`src/inc/adcfmt_pkg.sv`:
```
package adcfmt_pkg;

	// Serial word layout
	localparam int            SER_WORD_BITS   = 16;
	localparam int            SER_ADDR_BITS   = 7;
	localparam int            SER_DATA_BITS   = 8;

	// Register offsets
	localparam logic [6:0]    RESET_REG_ADDR  = 7'h00;
	localparam logic [6:0]    FORMAT_REG_ADDR = 7'h04;
	localparam logic [7:0]    FORMAT_RESET    = 8'h00;
	localparam int            RESET_BIT_POS   = 7;
	localparam logic [7:0]    FORMAT_WR_MASK  = 8'h3f;

	// Field positions
	localparam int            TEST_SEL_LSB    = 3;
	localparam int            ALT_POL_POS     = 2;
	localparam int            SCRAMBLE_POS    = 1;
	localparam int            SIGNED_POS      = 0;

	// Test pattern codes
	localparam logic [2:0]    TP_OFF          = 3'h0;
	localparam logic [2:0]    TP_ZEROS        = 3'h1;
	localparam logic [2:0]    TP_ONES         = 3'h3;
	localparam logic [2:0]    TP_CHECKER      = 3'h5;
	localparam logic [2:0]    TP_TOGGLE       = 3'h7;

	// Sample word with overrange flag
	typedef struct packed {
		logic        overrange_flag;
		logic [11:0] sample_bits;
	} adcfmt_word_type;

	localparam logic [12:0]   CHECKER_A       = 13'h1555;
	localparam logic [12:0]   CHECKER_B       = 13'h0aaa;
	localparam logic [12:0]   ALL_ONES        = 13'h1fff;
	localparam logic [11:0]   ALT_POL_MASK    = 12'haaa;

endpackage : adcfmt_pkg

```
`src/rtl/adcfmt_top.sv`:
```
`timescale 1ns/10ps
`default_nettype none

// What this block does
// - Format register at 04h, bits 7-6 ignored
// - Bits 5-3 select pattern; 000 normal
// - Code 001 drives all outputs zero
// - Code 011 drives all outputs one
// - Code 101 alternates checkerboard words
// - Code 111 alternates all zeros/ones
// - Bit 2 enables alternate bit polarity
// - Bit 1 enables output randomizer
// - Bit 0 selects two's complement coding
// - Alternate polarity forces offset binary
// - Sixteen-bit serial write: R/W, address, data
// - Software reset clears format register
module adcfmt_top
	import adcfmt_pkg::*;
(
	// Clock and reset
	input  wire logic              CLOCK_I,
	input  wire logic              SRST_I,
	// Serial configuration port pins
	input  wire logic              CS_N_I,
	input  wire logic              SCK_I,
	input  wire logic              SDI_I,
	// Raw converter result, one per sample strobe
	input  wire logic              SAMPLE_VALID_I,
	input  wire adcfmt_word_type   SAMPLE_I,
	// Formatted output
	output logic                   WORD_VALID_O,
	output adcfmt_word_type        WORD_O,
	output logic [7:0]             FORMAT_REG_O
);

	// Pin synchronisers
	logic [2:0] sync1_r, sync1_nxt, sync2_r, sync2_nxt;
	logic       sck_prev_r, sck_prev_nxt;

	always_comb begin
		sync1_nxt    = {CS_N_I, SCK_I, SDI_I};
		sync2_nxt    = sync1_r;
		sck_prev_nxt = sync2_r[1];
	end

	always_ff @(posedge CLOCK_I) begin
		if (SRST_I) begin
			sync1_r    <= 3'h7;
			sync2_r    <= 3'h7;
			sck_prev_r <= 1'b1;
		end else begin
			sync1_r    <= sync1_nxt;
			sync2_r    <= sync2_nxt;
			sck_prev_r <= sck_prev_nxt;
		end
	end

	logic cs_n, sck_rise, sdi;
	assign cs_n     = sync2_r[2];
	assign sdi      = sync2_r[0];
	assign sck_rise = sync2_r[1] & ~sck_prev_r;

	// Serial shifter; edges after the sixteenth are ignored
	logic [15:0] shift_r, shift_nxt;
	logic [4:0]  count_r, count_nxt;
	logic        done_r, done_nxt;
	logic [7:0]  format_r, format_nxt;
	logic        word_end;

	assign word_end = ~cs_n & sck_rise & (count_r == 5'(SER_WORD_BITS - 1));

	always_comb begin
		shift_nxt  = shift_r;
		count_nxt  = count_r;
		done_nxt   = 1'b0;
		format_nxt = format_r;
		if (cs_n) begin
			count_nxt = 5'h0;
		end else if (sck_rise && count_r < 5'(SER_WORD_BITS)) begin
			shift_nxt = {shift_r[14:0], sdi};
			count_nxt = count_r + 5'h1;
			done_nxt  = word_end;
		end
		// Write only when the R/W bit is low; reads leave the register alone
		if (done_r && !shift_r[15]) begin
			if (shift_r[14:8] == FORMAT_REG_ADDR)
				format_nxt = shift_r[7:0] & FORMAT_WR_MASK;
			else if (shift_r[14:8] == RESET_REG_ADDR && shift_r[RESET_BIT_POS])
				format_nxt = FORMAT_RESET;
		end
	end

	always_ff @(posedge CLOCK_I) begin
		if (SRST_I) begin
			shift_r  <= 16'h0000;
			count_r  <= 5'h0;
			done_r   <= 1'b0;
			format_r <= FORMAT_RESET;
		end else begin
			shift_r  <= shift_nxt;
			count_r  <= count_nxt;
			done_r   <= done_nxt;
			format_r <= format_nxt;
		end
	end

	// Formatting path
	logic [2:0] test_sel;
	logic       alt_pol, scramble, signed_sel;
	assign test_sel   = format_r[TEST_SEL_LSB +: 3];
	assign alt_pol    = format_r[ALT_POL_POS];
	assign scramble   = format_r[SCRAMBLE_POS];
	assign signed_sel = format_r[SIGNED_POS] & ~alt_pol;

	logic            phase_r, phase_nxt;
	logic            valid_r, valid_nxt;
	adcfmt_word_type word_r, word_nxt;
	logic [11:0]     coded;

	always_comb begin
		phase_nxt = phase_r;
		valid_nxt = SAMPLE_VALID_I;
		word_nxt  = word_r;
		coded     = SAMPLE_I.sample_bits;
		if (signed_sel)
			coded[11] = ~coded[11];
		if (scramble)
			coded[11:1] = coded[11:1] ^ {11{coded[0]}};
		if (alt_pol)
			coded = coded ^ ALT_POL_MASK;
		if (SAMPLE_VALID_I) begin
			phase_nxt = ~phase_r;
			case (test_sel)
				TP_OFF:     word_nxt = {SAMPLE_I.overrange_flag, coded};
				TP_ZEROS:   word_nxt = 13'h0000;
				TP_ONES:    word_nxt = ALL_ONES;
				TP_CHECKER: word_nxt = phase_r ? CHECKER_B : CHECKER_A;
				TP_TOGGLE:  word_nxt = phase_r ? ALL_ONES : 13'h0000;
				// Unused codes fall back to normal data
				default:    word_nxt = {SAMPLE_I.overrange_flag, coded};
			endcase
		end
	end

	always_ff @(posedge CLOCK_I) begin
		if (SRST_I) begin
			phase_r <= 1'b0;
			valid_r <= 1'b0;
			word_r  <= 13'h0000;
		end else begin
			phase_r <= phase_nxt;
			valid_r <= valid_nxt;
			word_r  <= word_nxt;
		end
	end

	assign WORD_VALID_O = valid_r;
	assign WORD_O       = word_r;
	assign FORMAT_REG_O = format_r;

	chk_upper_bits_zero : assert property (@(posedge CLOCK_I) disable iff (SRST_I)
		format_r[7:6] == 2'b00)
		else $error("format upper bits set");
	chk_zero_pattern : assert property (@(posedge CLOCK_I) disable iff (SRST_I)
		SAMPLE_VALID_I && test_sel == TP_ZEROS |=> word_r == 13'h0000)
		else $error("zero pattern wrong");
	chk_ones_pattern : assert property (@(posedge CLOCK_I) disable iff (SRST_I)
		SAMPLE_VALID_I && test_sel == TP_ONES |=> word_r == ALL_ONES)
		else $error("ones pattern wrong");
	chk_checker_alt : assert property (@(posedge CLOCK_I) disable iff (SRST_I)
		SAMPLE_VALID_I && test_sel == TP_CHECKER |=> ((word_r == CHECKER_A || word_r == CHECKER_B)
		&& word_r != $past(word_r, 1)) || $past(test_sel, 2) != TP_CHECKER || !$past(valid_nxt, 2))
		else $error("checkerboard not alternating");
	chk_toggle_alt : assert property (@(posedge CLOCK_I) disable iff (SRST_I)
		SAMPLE_VALID_I && test_sel == TP_TOGGLE |=> word_r == (phase_r ? 13'h0000 : ALL_ONES))
		else $error("toggle pattern wrong");
	chk_normal_pass : assert property (@(posedge CLOCK_I) disable iff (SRST_I)
		SAMPLE_VALID_I && format_r == 8'h00 |=> word_r == $past(SAMPLE_I))
		else $error("plain data altered");
	chk_signed_msb : assert property (@(posedge CLOCK_I) disable iff (SRST_I)
		SAMPLE_VALID_I && format_r == 8'h01 |=> word_r.sample_bits[11] == ~$past(SAMPLE_I.sample_bits[11]))
		else $error("two's complement msb wrong");
	chk_altpol_offset : assert property (@(posedge CLOCK_I) disable iff (SRST_I)
		SAMPLE_VALID_I && format_r == 8'h05
		|=> word_r.sample_bits == ($past(SAMPLE_I.sample_bits) ^ ALT_POL_MASK))
		else $error("alternate polarity coding wrong");
	chk_scramble_xor : assert property (@(posedge CLOCK_I) disable iff (SRST_I)
		SAMPLE_VALID_I && format_r == 8'h02 |=> word_r.sample_bits[11:1]
		== ($past(SAMPLE_I.sample_bits[11:1]) ^ {11{$past(SAMPLE_I.sample_bits[0])}}))
		else $error("randomizer wrong");
	chk_scramble_lsb : assert property (@(posedge CLOCK_I) disable iff (SRST_I)
		SAMPLE_VALID_I && format_r == 8'h02 |=> word_r.sample_bits[0] == $past(SAMPLE_I.sample_bits[0]))
		else $error("randomizer touched the lsb");
	// Output strobe timing and held word
	chk_strobe_follows : assert property (@(posedge CLOCK_I) disable iff (SRST_I)
		SAMPLE_VALID_I |=> WORD_VALID_O)
		else $error("output strobe missing");
	chk_strobe_quiet : assert property (@(posedge CLOCK_I) disable iff (SRST_I)
		!SAMPLE_VALID_I |=> !WORD_VALID_O && $stable(word_r))
		else $error("output changed without a sample");
	chk_flag_passes : assert property (@(posedge CLOCK_I) disable iff (SRST_I)
		SAMPLE_VALID_I && test_sel == TP_OFF |=> word_r.overrange_flag == $past(SAMPLE_I.overrange_flag))
		else $error("overrange flag altered");
	// Serial port checks; a cut or stray word must never touch the register
	chk_write_lands : assert property (@(posedge CLOCK_I) disable iff (SRST_I)
		done_r && !shift_r[15] && shift_r[14:8] == FORMAT_REG_ADDR
		|=> format_r == ($past(shift_r[7:0]) & FORMAT_WR_MASK))
		else $error("serial write lost");
	chk_soft_reset : assert property (@(posedge CLOCK_I) disable iff (SRST_I)
		done_r && shift_r[15:8] == {1'b0, RESET_REG_ADDR} && shift_r[RESET_BIT_POS] |=> format_r == FORMAT_RESET)
		else $error("software reset missed");
	chk_edge_limit : assert property (@(posedge CLOCK_I) disable iff (SRST_I)
		count_r <= 5'(SER_WORD_BITS))
		else $error("serial edge count overrun");
	chk_count_clears : assert property (@(posedge CLOCK_I) disable iff (SRST_I)
		cs_n |=> count_r == 5'h0)
		else $error("serial count kept after deselect");
	chk_read_ignored : assert property (@(posedge CLOCK_I) disable iff (SRST_I)
		done_r && shift_r[15] |=> $stable(format_r))
		else $error("read word changed the register");
	chk_other_addr : assert property (@(posedge CLOCK_I) disable iff (SRST_I)
		done_r && !shift_r[15] && shift_r[14:8] != FORMAT_REG_ADDR && shift_r[14:8] != RESET_REG_ADDR
		|=> $stable(format_r))
		else $error("foreign address changed the register");
	chk_no_stray_write : assert property (@(posedge CLOCK_I) disable iff (SRST_I)
		!done_r |=> $stable(format_r))
		else $error("register changed outside a word end");

endmodule : adcfmt_top

`default_nettype wire

```
`config.mk`:
```
export PLATFORM = sky130hd
export DESIGN_NAME = adcfmt_top
export DESIGN_NICKNAME = d
export VERILOG_FILES = /design/src/inc/adcfmt_pkg.sv /design/src/rtl/adcfmt_top.sv
export SDC_FILE = /design/constraint.sdc
export NUM_CORES = 1
export LEC_CHECK = 0
export BUFFER_PORTS_ARGS = -buffer_cell sky130_fd_sc_hd__buf_2
export CAP_MARGIN = 15
export CORE_MARGIN = 3
export CORE_UTILIZATION = 30
export CTS_CLUSTER_DIAMETER = 150
export DETAILED_ROUTE_END_ITERATION = 7
export MAX_ROUTING_LAYER = met4
export SYNTH_ARGS = -nofsm -noshare
export SYNTH_HDL_FRONTEND = slang
export SYNTH_SLANG_ARGS = --single-unit
export TNS_END_PERCENT = 5
```
`constraint.sdc`:
```
create_clock -name CLOCK_I -period 3.5 [get_ports CLOCK_I]
set_clock_uncertainty 0.05 [all_clocks]
set_input_delay 0.7 -clock CLOCK_I [delete_from_list [all_inputs] [get_ports CLOCK_I]]
set_output_delay 0.7 -clock CLOCK_I [all_outputs]
set_load 0.005 [all_outputs]
```
==> flow_metrics.tcl, run 1 <==
set metrics [dict create \
    port_buffers 38 \
    finalWeightedCongestion 0.739 \
    clkTransAtPathRegs_ps 90 \
    htreeDepth 2 \
    numPlacedInstances 359 \
    synth-edff-count 0 \
    dieArea_sq_mm 0.00840 \
    drt_wl_total_um 4440 \
    rsz0062_at_grt "false" \
    design_area_sq_mm 0.00253 \
    tritoncts "built" \
    maximum_number_of_pins_on_one_net_before_global_route_repair 35 \
    postPlaceCellArea_sq_mm 0.00243 \
    clock_latency_ps 300 \
    cts_made_buffers 5 \
    grt_antenna_before_repair 0 \
    via_count_of_the_first_global_routing_pass 1699 \
    timing_max_transition_violations_final 0 \
    antennaDiodeCount 0 \
    timing.critical_path.from_type "register" \
    timing.slew.headroom 0.468 \
    async_reset_ff_frac 0 \
    cts_resized 0 \
    crit_type "register to primary output" \
    status "completed" \
    detailroute.via_count 1780 \
    avgRoutedWirePerCell_um 12.1 \
    synth.cell_area_sq_mm 0.00220 \
    drt_iter0_markers 72 \
    max-cap-violations 0 \
    die-height_um 91.6 \
    placement_rows 30 \
    synth_flop_cell "dfxtp_1" \
    timing.hold.worst.start "sync1_r[0]" \
    ant_nets 0 \
    worst_reg2reg_path_length_in_cells 3 \
    whs_endpoint "sync2_r[0]" \
    layout.filler_cells 732 \
    mostFrequentLayoutCell "dfxtp_1" \
    drcViolationCount 0 \
    finish.net_count 291 \
    grt-ovfl-total 0 \
    floorplan.die.width_um 91.6 \
    whs_path_cells 1 \
    power.density_cell_area_mw_per_mm2 415 \
    syn_to_final_growth_pct 15.2 \
    core_area_sq_mm 0.00694 \
    hpwl_reported_at_the_end_of_detailed_placement_um 3040 \
    synth_top_area_cell "dfxtp_1" \
    static-leakage-power_nw 0.980 \
    cp_num_buf_inv 1 \
    cpLargestDelayFamily "flip-flops" \
    cp_max_fanout 24 \
    global_route_wire_length_before_repair_um 7850 \
    crit_path_top_delay_cell "dfxtp_1" \
    yosys_register_bits 50 \
    io_pins 41 \
    yosysWarnings 0 \
    syn_area_per_cell_sq_um 9.09 \
    fmaxAchievable_ghz 0.483 \
    timing.critical_path.cells "buf_2" \
    synth.top_cell.area_share 0.455 \
    clock_sink_count 50 \
    end_kind "primary output" \
    clock-root-buffer "clkbuf_8" \
    worst_ir_drop_vdd_uv 284 \
    drt-pass1-iter-count 6 \
    timing.setup.tns_ps 0 \
    report.final.setup_viol 0 \
    post-cts-setup-buffer-count 0 \
    finalCritPeriodShare 0.591 \
    hold_path.class "register to register" \
    timing.rr.end "WORD_O[1]" \
    vias_per_cell 4.85 \
    hold_violations 0 \
    synth_top_cells_by_area "dfxtp_1 46%, nand2_1 6.1%, a21oi_1 4.6%" \
    post_synth_num_cell_types 44 \
    clock_tree.buffer_depth 2 \
    worstMarginPinSlew_ps 794 \
    number_of_buffers_inserted_by_hold_repair_at_cts 0 \
    post_synthesis_instance_total 242 \
    worstReg2RegStart "FORMAT_REG_O[5]" \
    critical_path.max_stage_delay_ps 790 \
    layout_min_cycle_time_ps 2070 \
    final_cell_mix "50 x dfxtp_1, 38 x buf_2, 36 x nand2_1" \
    worstPathArrival_ps 1320 \
    seq_area_frac_synth 0.455 \
    floorplan.initialDensity 0.317 \
    crit_required_ps 2750 \
    reg2reg_setup_slack_ps 1760 \
    grt_util_all_layers 0.117 \
    layout-drive-gt1-share 0.247 \
    stdcell_count 367 \
]
-- logic make-up after synthesis --
kind of cell | count (synthesis) | synth area share
AOI/OAI and AO/OA | 72 | 0.235
and+or+nand+nor | 92 | 0.235
muxes | 1 | 0.00512
other | 1 | 0.00170
xor gates and xnor gates | 3 | 0.0119
DFF | 50 | 0.455
buffers and inverters | 21 | 0.0449
adders and majority gates | 2 | 0.0114
-- per-stage QoR --
stage	utilization	worst slack (ps)	hold slack, ps	power [mW]
after floorplan	-	1810	339	0.662
after global placement	0.350	1390	341	0.692
after detailed placement	0.350	1380	343	0.693
after CTS	0.365	1400	367	1.07
after global routing	0.365	1310	391	1.11
final	0.365	1430	364	1.05
-- state kept, by name, indices dropped and copies added, names as in the netlist, 3 cells and up --
name,flops
sync1_r,3
count_r,5
FORMAT_REG_O,6
WORD_O,13
shift_r,16
sync2_r,3
-- synthesized netlist by cell type (all sizes together), types with 3 or more instances --
cell type  number
nand3b          5
nor2           15
a211oi          7
and3b           6
clkbuf         12
xnor2           3
a22o            6
o21ba           5
o221ai          5
a21oi          20
or2            10
dfxtp          50
o21bai         11
a21boi          7
buf             7
o211ai          6
nand2          36
-- per-layer routing --
layer  up-vias  share of wire  global-route usage
li1        908              -                   -
met1       832           0.51               0.156
met2        36           0.42               0.171
met3         4          0.051              0.0320
met4         0          0.012              0.0377
met5         -              0                   -
-- area by class of cell --
| class | instances | area, sq um | share of cell area |
|---|---|---|---|
| clock inverter | 1 | 8.76 | 0.00346 |
| tap | 96 | 120 | 0.0474 |
| clock buffer | 7 | 96.3 | 0.0380 |
| multi-input combinational | 172 | 1100 | 0.435 |
| inverter | 2 | 7.51 | 0.00296 |
| timing repair buffer | 39 | 198 | 0.0780 |
| sequential | 50 | 1000 | 0.395 |
-- power by group --
part           internal, mW  switching (mW)
Sequential            0.586          0.0105
Clock                 0.181           0.190
Combinational        0.0415          0.0413
Total                 0.809           0.242
-- worst max path at each step --
stage                               start               to  slack [ps]  cells past startpoint
after detailed placement   SAMPLE_VALID_I        WORD_O[1]        1380                      3
final                     FORMAT_REG_O[3]  FORMAT_REG_O[3]        1430                      1
after global routing      FORMAT_REG_O[3]  FORMAT_REG_O[3]        1310                      1
after global placement     SAMPLE_VALID_I        WORD_O[5]        1390                      3
after floorplan                    SRST_I  FORMAT_REG_O[0]        1810                      4
after CTS                 FORMAT_REG_O[3]  FORMAT_REG_O[3]        1400                      1
(Power assumes the default switching activity.)
==> run 2, diff against run 1 <==
- clock period: 3.5 -> 1.9 ns (I/O delays scaled with it)
==> run 2 against run 1 <==
First-iteration DRC count is 13% higher. Via count about the same. Total power is 91% higher. Critical endpoint is now count_r[4].
==> flow_metrics.tcl, run 2 (synthesis results as in run 1) <==
set metrics [dict create \
    fmaxAchievable_ghz 0.590 \
    worst_reg2reg_path_length_in_cells 5 \
    layout-drive-gt1-share 0.264 \
    p_int_mw 1.55 \
    worst_ir_drop_vdd_uv 477 \
    static-leakage-power_nw 1.02 \
    vias_per_cell 4.77 \
    maximum_number_of_pins_on_one_net_before_global_route_repair 28 \
    hpwl_reported_at_the_end_of_detailed_placement_um 3130 \
    hold_path.class "input port to register" \
    end_kind "register" \
    io_pins 41 \
    mostFrequentLayoutCell "dfxtp_1" \
    core_area_sq_mm 0.00694 \
    final_util 0.373 \
    worst_path_most_repeated_cell "ha_1" \
    finalCritPeriodShare 0.892 \
    drcViolationCount 0 \
    cp_max_fanout 3 \
    whs_path_cells 2 \
    grt_antenna_before_repair 0 \
    layout.filler_cells 736 \
    crit_path_top_delay_cell "or3b_2" \
    detailroute.via_count 1779 \
    post-cts-setup-buffer-count 0 \
    report.final.setup_viol 0 \
    timing.critical_path.from_type "register" \
    via_count_of_the_first_global_routing_pass 1543 \
    clock_sink_count 50 \
    clock_tree.buffer_depth 2 \
    timing.setup.tns_ps 0 \
    grt-ovfl-total 0 \
    cts_made_buffers 5 \
    fin_ws_ps 206 \
    drt-pass1-iter-count 4 \
    reg2reg_setup_slack_ps 210 \
    final_cell_mix "50 x dfxtp_1, 38 x buf_2, 36 x nand2_1" \
    crit_type "register to register" \
    numPlacedInstances 365 \
    clock-root-buffer "clkbuf_8" \
    crit_required_ps 2090 \
    design_area_sq_mm 0.00259 \
    p_sw_mw 0.453 \
    finish.net_count 297 \
    die-height_um 91.6 \
    timing.critical_path.cells "ha_1 > and3_1 > ha_1 > or3b_2 > a21oi_1" \
    timing_max_transition_violations_final 0 \
    critical_path.max_stage_delay_ps 450 \
    postPlaceCellArea_sq_mm 0.00247 \
    grt_util_all_layers 0.110 \
    port_buffers 38 \
    floorplan.initialDensity 0.317 \
    finalWeightedCongestion 0.720 \
    floorplan.die.width_um 91.6 \
    share_seq_of_total_power 0.548 \
    clock_latency_ps 300 \
    worstPathArrival_ps 1880 \
    p_comb_frac 0.078 \
    drt_iter0_markers 81 \
    power.density_cell_area_mw_per_mm2 775 \
    worstMarginPinSlew_ps 543 \
    ant_nets 0 \
    timing.slew.headroom 0.636 \
    flip_flop_count_of_the_largest_register_after_layout 16 \
    cts_resized 0 \
    stdcell_count 373 \
    antennaDiodeCount 0 \
    syn_to_final_growth_pct 17.6 \
    tritoncts "built" \
    layout_min_cycle_time_ps 1690 \
    clkTransAtPathRegs_ps 90 \
    registers.top_by_ff_count "shift_r" \
    switching_share 0.226 \
    number_of_buffers_inserted_by_hold_repair_at_cts 0 \
    rsz0062_at_grt "false" \
    drt_wl_total_um 4480 \
    global_route_wire_length_before_repair_um 7430 \
    place_ws_ps 222 \
    hold_violations 0 \
    share_clk_of_total_power 0.375 \
    dieArea_sq_mm 0.00840 \
    max-cap-violations 0 \
    htreeDepth 2 \
    status "completed" \
    placement_rows 30 \
    avgRoutedWirePerCell_um 12.0 \
]
## run 2: cell count changes in the layout (fill, tap and decap cells not counted), sizes merged
cell / delta
buf: +6
inv: +1
bufinv: +1
clkbuf: -2
## run 2: through the flow
step	hold slack, ps	power (mW)
3_5_place_dp	346	1.28
2_1_floorplan	339	1.22
5_1_grt	211	2.10
6_report	208	2.01
3_3_place_gp	343	1.28
4_1_cts	198	2.04
## run 2: area by class of cell
| class | instances | area [sq um] | area share |
|---|---|---|---|
| repair buffers | 45 | 243 | 0.0938 |
| clock buffers | 5 | 68.8 | 0.0266 |
| flip-flops and latches | 50 | 1000 | 0.387 |
| clock inverters | 3 | 43.8 | 0.0169 |
| inverters | 2 | 7.51 | 0.00290 |
| multi-input cells | 172 | 1100 | 0.426 |
| well taps | 96 | 120 | 0.0464 |
## run 2: critical path, delay by kind of cell, from the launching register on
family,cells,cell delay (ps)
compound gates,1,140
simple gates,2,630
flops,1,340
fa+ha+maj,2,470
## run 2: worst paths after layout
kind | start | to
max | count_r[0] | count_r[4]
min | SCK_I | sync1_r[1]
max reg2reg | count_r[0] | count_r[4]
min reg2reg | sync1_r[2] | sync2_r[2]
## run 2: metal layers
metal  up-vias  GRT usage  wire [um]
li1        925          -          -
met1       819      0.156       2260
met2        33      0.159       2010
met3         2     0.0254        189
met4         0     0.0264         29
met5         -          -          0
## run 2: power groups by stage
stage / Sequential, mW / Clock (mW) / Combinational [mW]
floorplan: 1.12 / 0 / 0.0949
global placement: 1.12 / 0 / 0.155
detailed placement: 1.12 / 0 / 0.158
CTS: 1.10 / 0.781 / 0.159
global route: 1.10 / 0.817 / 0.175
finish: 1.10 / 0.752 / 0.156
==> run 3, diff against run 2 <==
- CORE_MARGIN: 3 -> unset
==> run 3 against run 2 <==
First-iteration DRC count shrank 35%. Routed wire length shrank 1.1%. Die area shrank 8.5%. Global-route usage grew 2.0 points. Maximum frequency shrank 1.6%. Critical endpoint unchanged.
==> flow_metrics.tcl, run 3 (synthesis results as in run 1) <==
set metrics [dict create \
    status "completed" \
    registers.top_by_ff_count "shift_r" \
    final_cell_mix "50 x dfxtp_1, 38 x buf_2, 36 x nand2_1" \
    timing.critical_path.from_type "register" \
    detailroute.wirelength.met3_um 181 \
    global_route_wire_length_before_repair_um 7550 \
    crit_path_top_delay_cell "or3b_2" \
    power.density_cell_area_mw_per_mm2 755 \
    hold_violations 0 \
    grt-ovfl-total 0 \
    stages_on_worst_setup_path 5 \
    max-cap-violations 0 \
    floorplan.initialDensity 0.317 \
    worst_reg2reg_path_length_in_cells 5 \
    cts_resized 0 \
    clock_sink_count 50 \
    cpLargestDelayFamily "simple AND/OR/NAND/NOR gates" \
    clock_latency_ps 310 \
    clock-root-buffer "clkbuf_8" \
    timing.slew.headroom 0.638 \
    drt_iter0_markers 53 \
    worst_ir_drop_vdd_uv 296 \
    finalWeightedCongestion 0.684 \
    stdcell_count 372 \
    hpwl_reported_at_the_end_of_detailed_placement_um 3010 \
    mostFrequentLayoutCell "dfxtp_1" \
    ant_nets 0 \
    hold_path.class "input port to register" \
    layout.filler_cells 741 \
    timing.critical_path.cells "ha_1 > and3_1 > ha_1 > or3b_2 > a21oi_1" \
    static-leakage-power_nw 1.01 \
    antennaDiodeCount 0 \
    cp_num_buf_inv 0 \
    vias_per_cell 4.73 \
    fmaxAchievable_ghz 0.581 \
    via_count_of_the_first_global_routing_pass 1641 \
    sequential_cell_area_sq_mm 0.00100 \
    crit_type "register to register" \
    rsz0062_at_grt "false" \
    cts_made_buffers 5 \
    layout_min_cycle_time_ps 1720 \
    dieArea_sq_mm 0.00768 \
    worstMarginPinSlew_ps 541 \
    placement_rows 30 \
    wl_met1_um 2360 \
    final_util 0.370 \
    detailroute.via_count 1759 \
    avgRoutedWirePerCell_um 11.9 \
    syn_to_final_growth_pct 17.0 \
    drt_wl_total_um 4430 \
    finalCritPeriodShare 0.906 \
    drcViolationCount 0 \
    multiInputGateArea_sq_mm 0.00110 \
    clock_tree.buffer_depth 2 \
    flip_flop_count_of_the_largest_register_after_layout 16 \
    post-cts-setup-buffer-count 0 \
    tritoncts "built" \
    port_buffers 38 \
    core_area_sq_mm 0.00694 \
    timing_max_transition_violations_final 0 \
    io_pins 41 \
    floorplan.die.width_um 87.6 \
    die-height_um 87.6 \
    finish.net_count 296 \
    crit_required_ps 2090 \
    whs_path_cells 2 \
    timing.setup.tns_ps 0 \
    numPlacedInstances 364 \
    number_of_buffers_inserted_by_hold_repair_at_cts 0 \
    grt_antenna_before_repair 0 \
    top_layer "met4" \
    layout-drive-gt1-share 0.261 \
    maximum_number_of_pins_on_one_net_before_global_route_repair 33 \
    critical_path.max_stage_delay_ps 450 \
    clkTransAtPathRegs_ps 90 \
    worst_path_most_repeated_cell "ha_1" \
    htreeDepth 2 \
    worstPathArrival_ps 1920 \
    end_kind "register" \
    route.met2.wl_um 1840 \
    report.final.setup_viol 0 \
    cp_max_fanout 3 \
    drt-pass1-iter-count 4 \
    grt_util_all_layers 0.130 \
]
-- run 3: changes by cell type in the layout (fill, tap and decap cells not counted) --
cell,before,now
buf_4,7,6
clkinv_4,0,1
bufinv_16,1,0
inv_6,1,0
clkbuf_8,5,7
clkinv_2,1,0
-- run 3: layer usage --
metal,track usage,vias to the layer above
met3,0.0396,6
met2,0.201,36
met1,0.165,801
li1,-,916
met4,0.0358,0
met5,-,-
-- run 3: path summary, 6_finish.rpt --
check	to	slack [ps]	startpoint
setup / recovery	count_r[4]	180	count_r[0]
hold / removal	sync1_r[1]	200	SCK_I
setup reg to reg	count_r[4]	180	count_r[0]
hold reg to reg	sync2_r[2]	370	sync1_r[2]
-- run 3: stage by stage --
stage / power [mW] / hold slack (ps) / area, sq um / setup WS (ps)
after floorplan: 1.22 / 339 / 2200 / 281
after global placement: 1.28 / 343 / 2470 / 243
after detailed placement: 1.28 / 346 / 2470 / 194
after CTS: 1.97 / 192 / 2570 / 167
after global routing: 2.04 / 183 / 2570 / 140
final: 1.94 / 200 / 2570 / 178
-- run 3: worst register-to-register path, delay by kind of cell, from the launching register on --
family                     cells  cell delay (ps)
and+or+nand+nor                2              640
AOI/OAI and AO/OA              1              140
DFF                            1              350
adders and majority gates      2              480
-- run 3: power by group --
group | leakage [nW] | switching (mW) | internal (mW)
combinational | 0.543 | 0.0761 | 0.0778
sequential | 0.409 | 0.0193 | 1.08
clock | 0.0544 | 0.356 | 0.334
total | 1.01 | 0.451 | 1.49
-- run 3: cell type report --
| class | instances | area share |
|---|---|---|
| clock buffer | 7 | 0.0375 |
| multi-input combinational | 172 | 0.429 |
| timing repair buffer | 44 | 0.0914 |
| tap | 96 | 0.0467 |
| sequential | 50 | 0.389 |
| clock inverter | 1 | 0.00340 |
| inverter | 2 | 0.00292 |
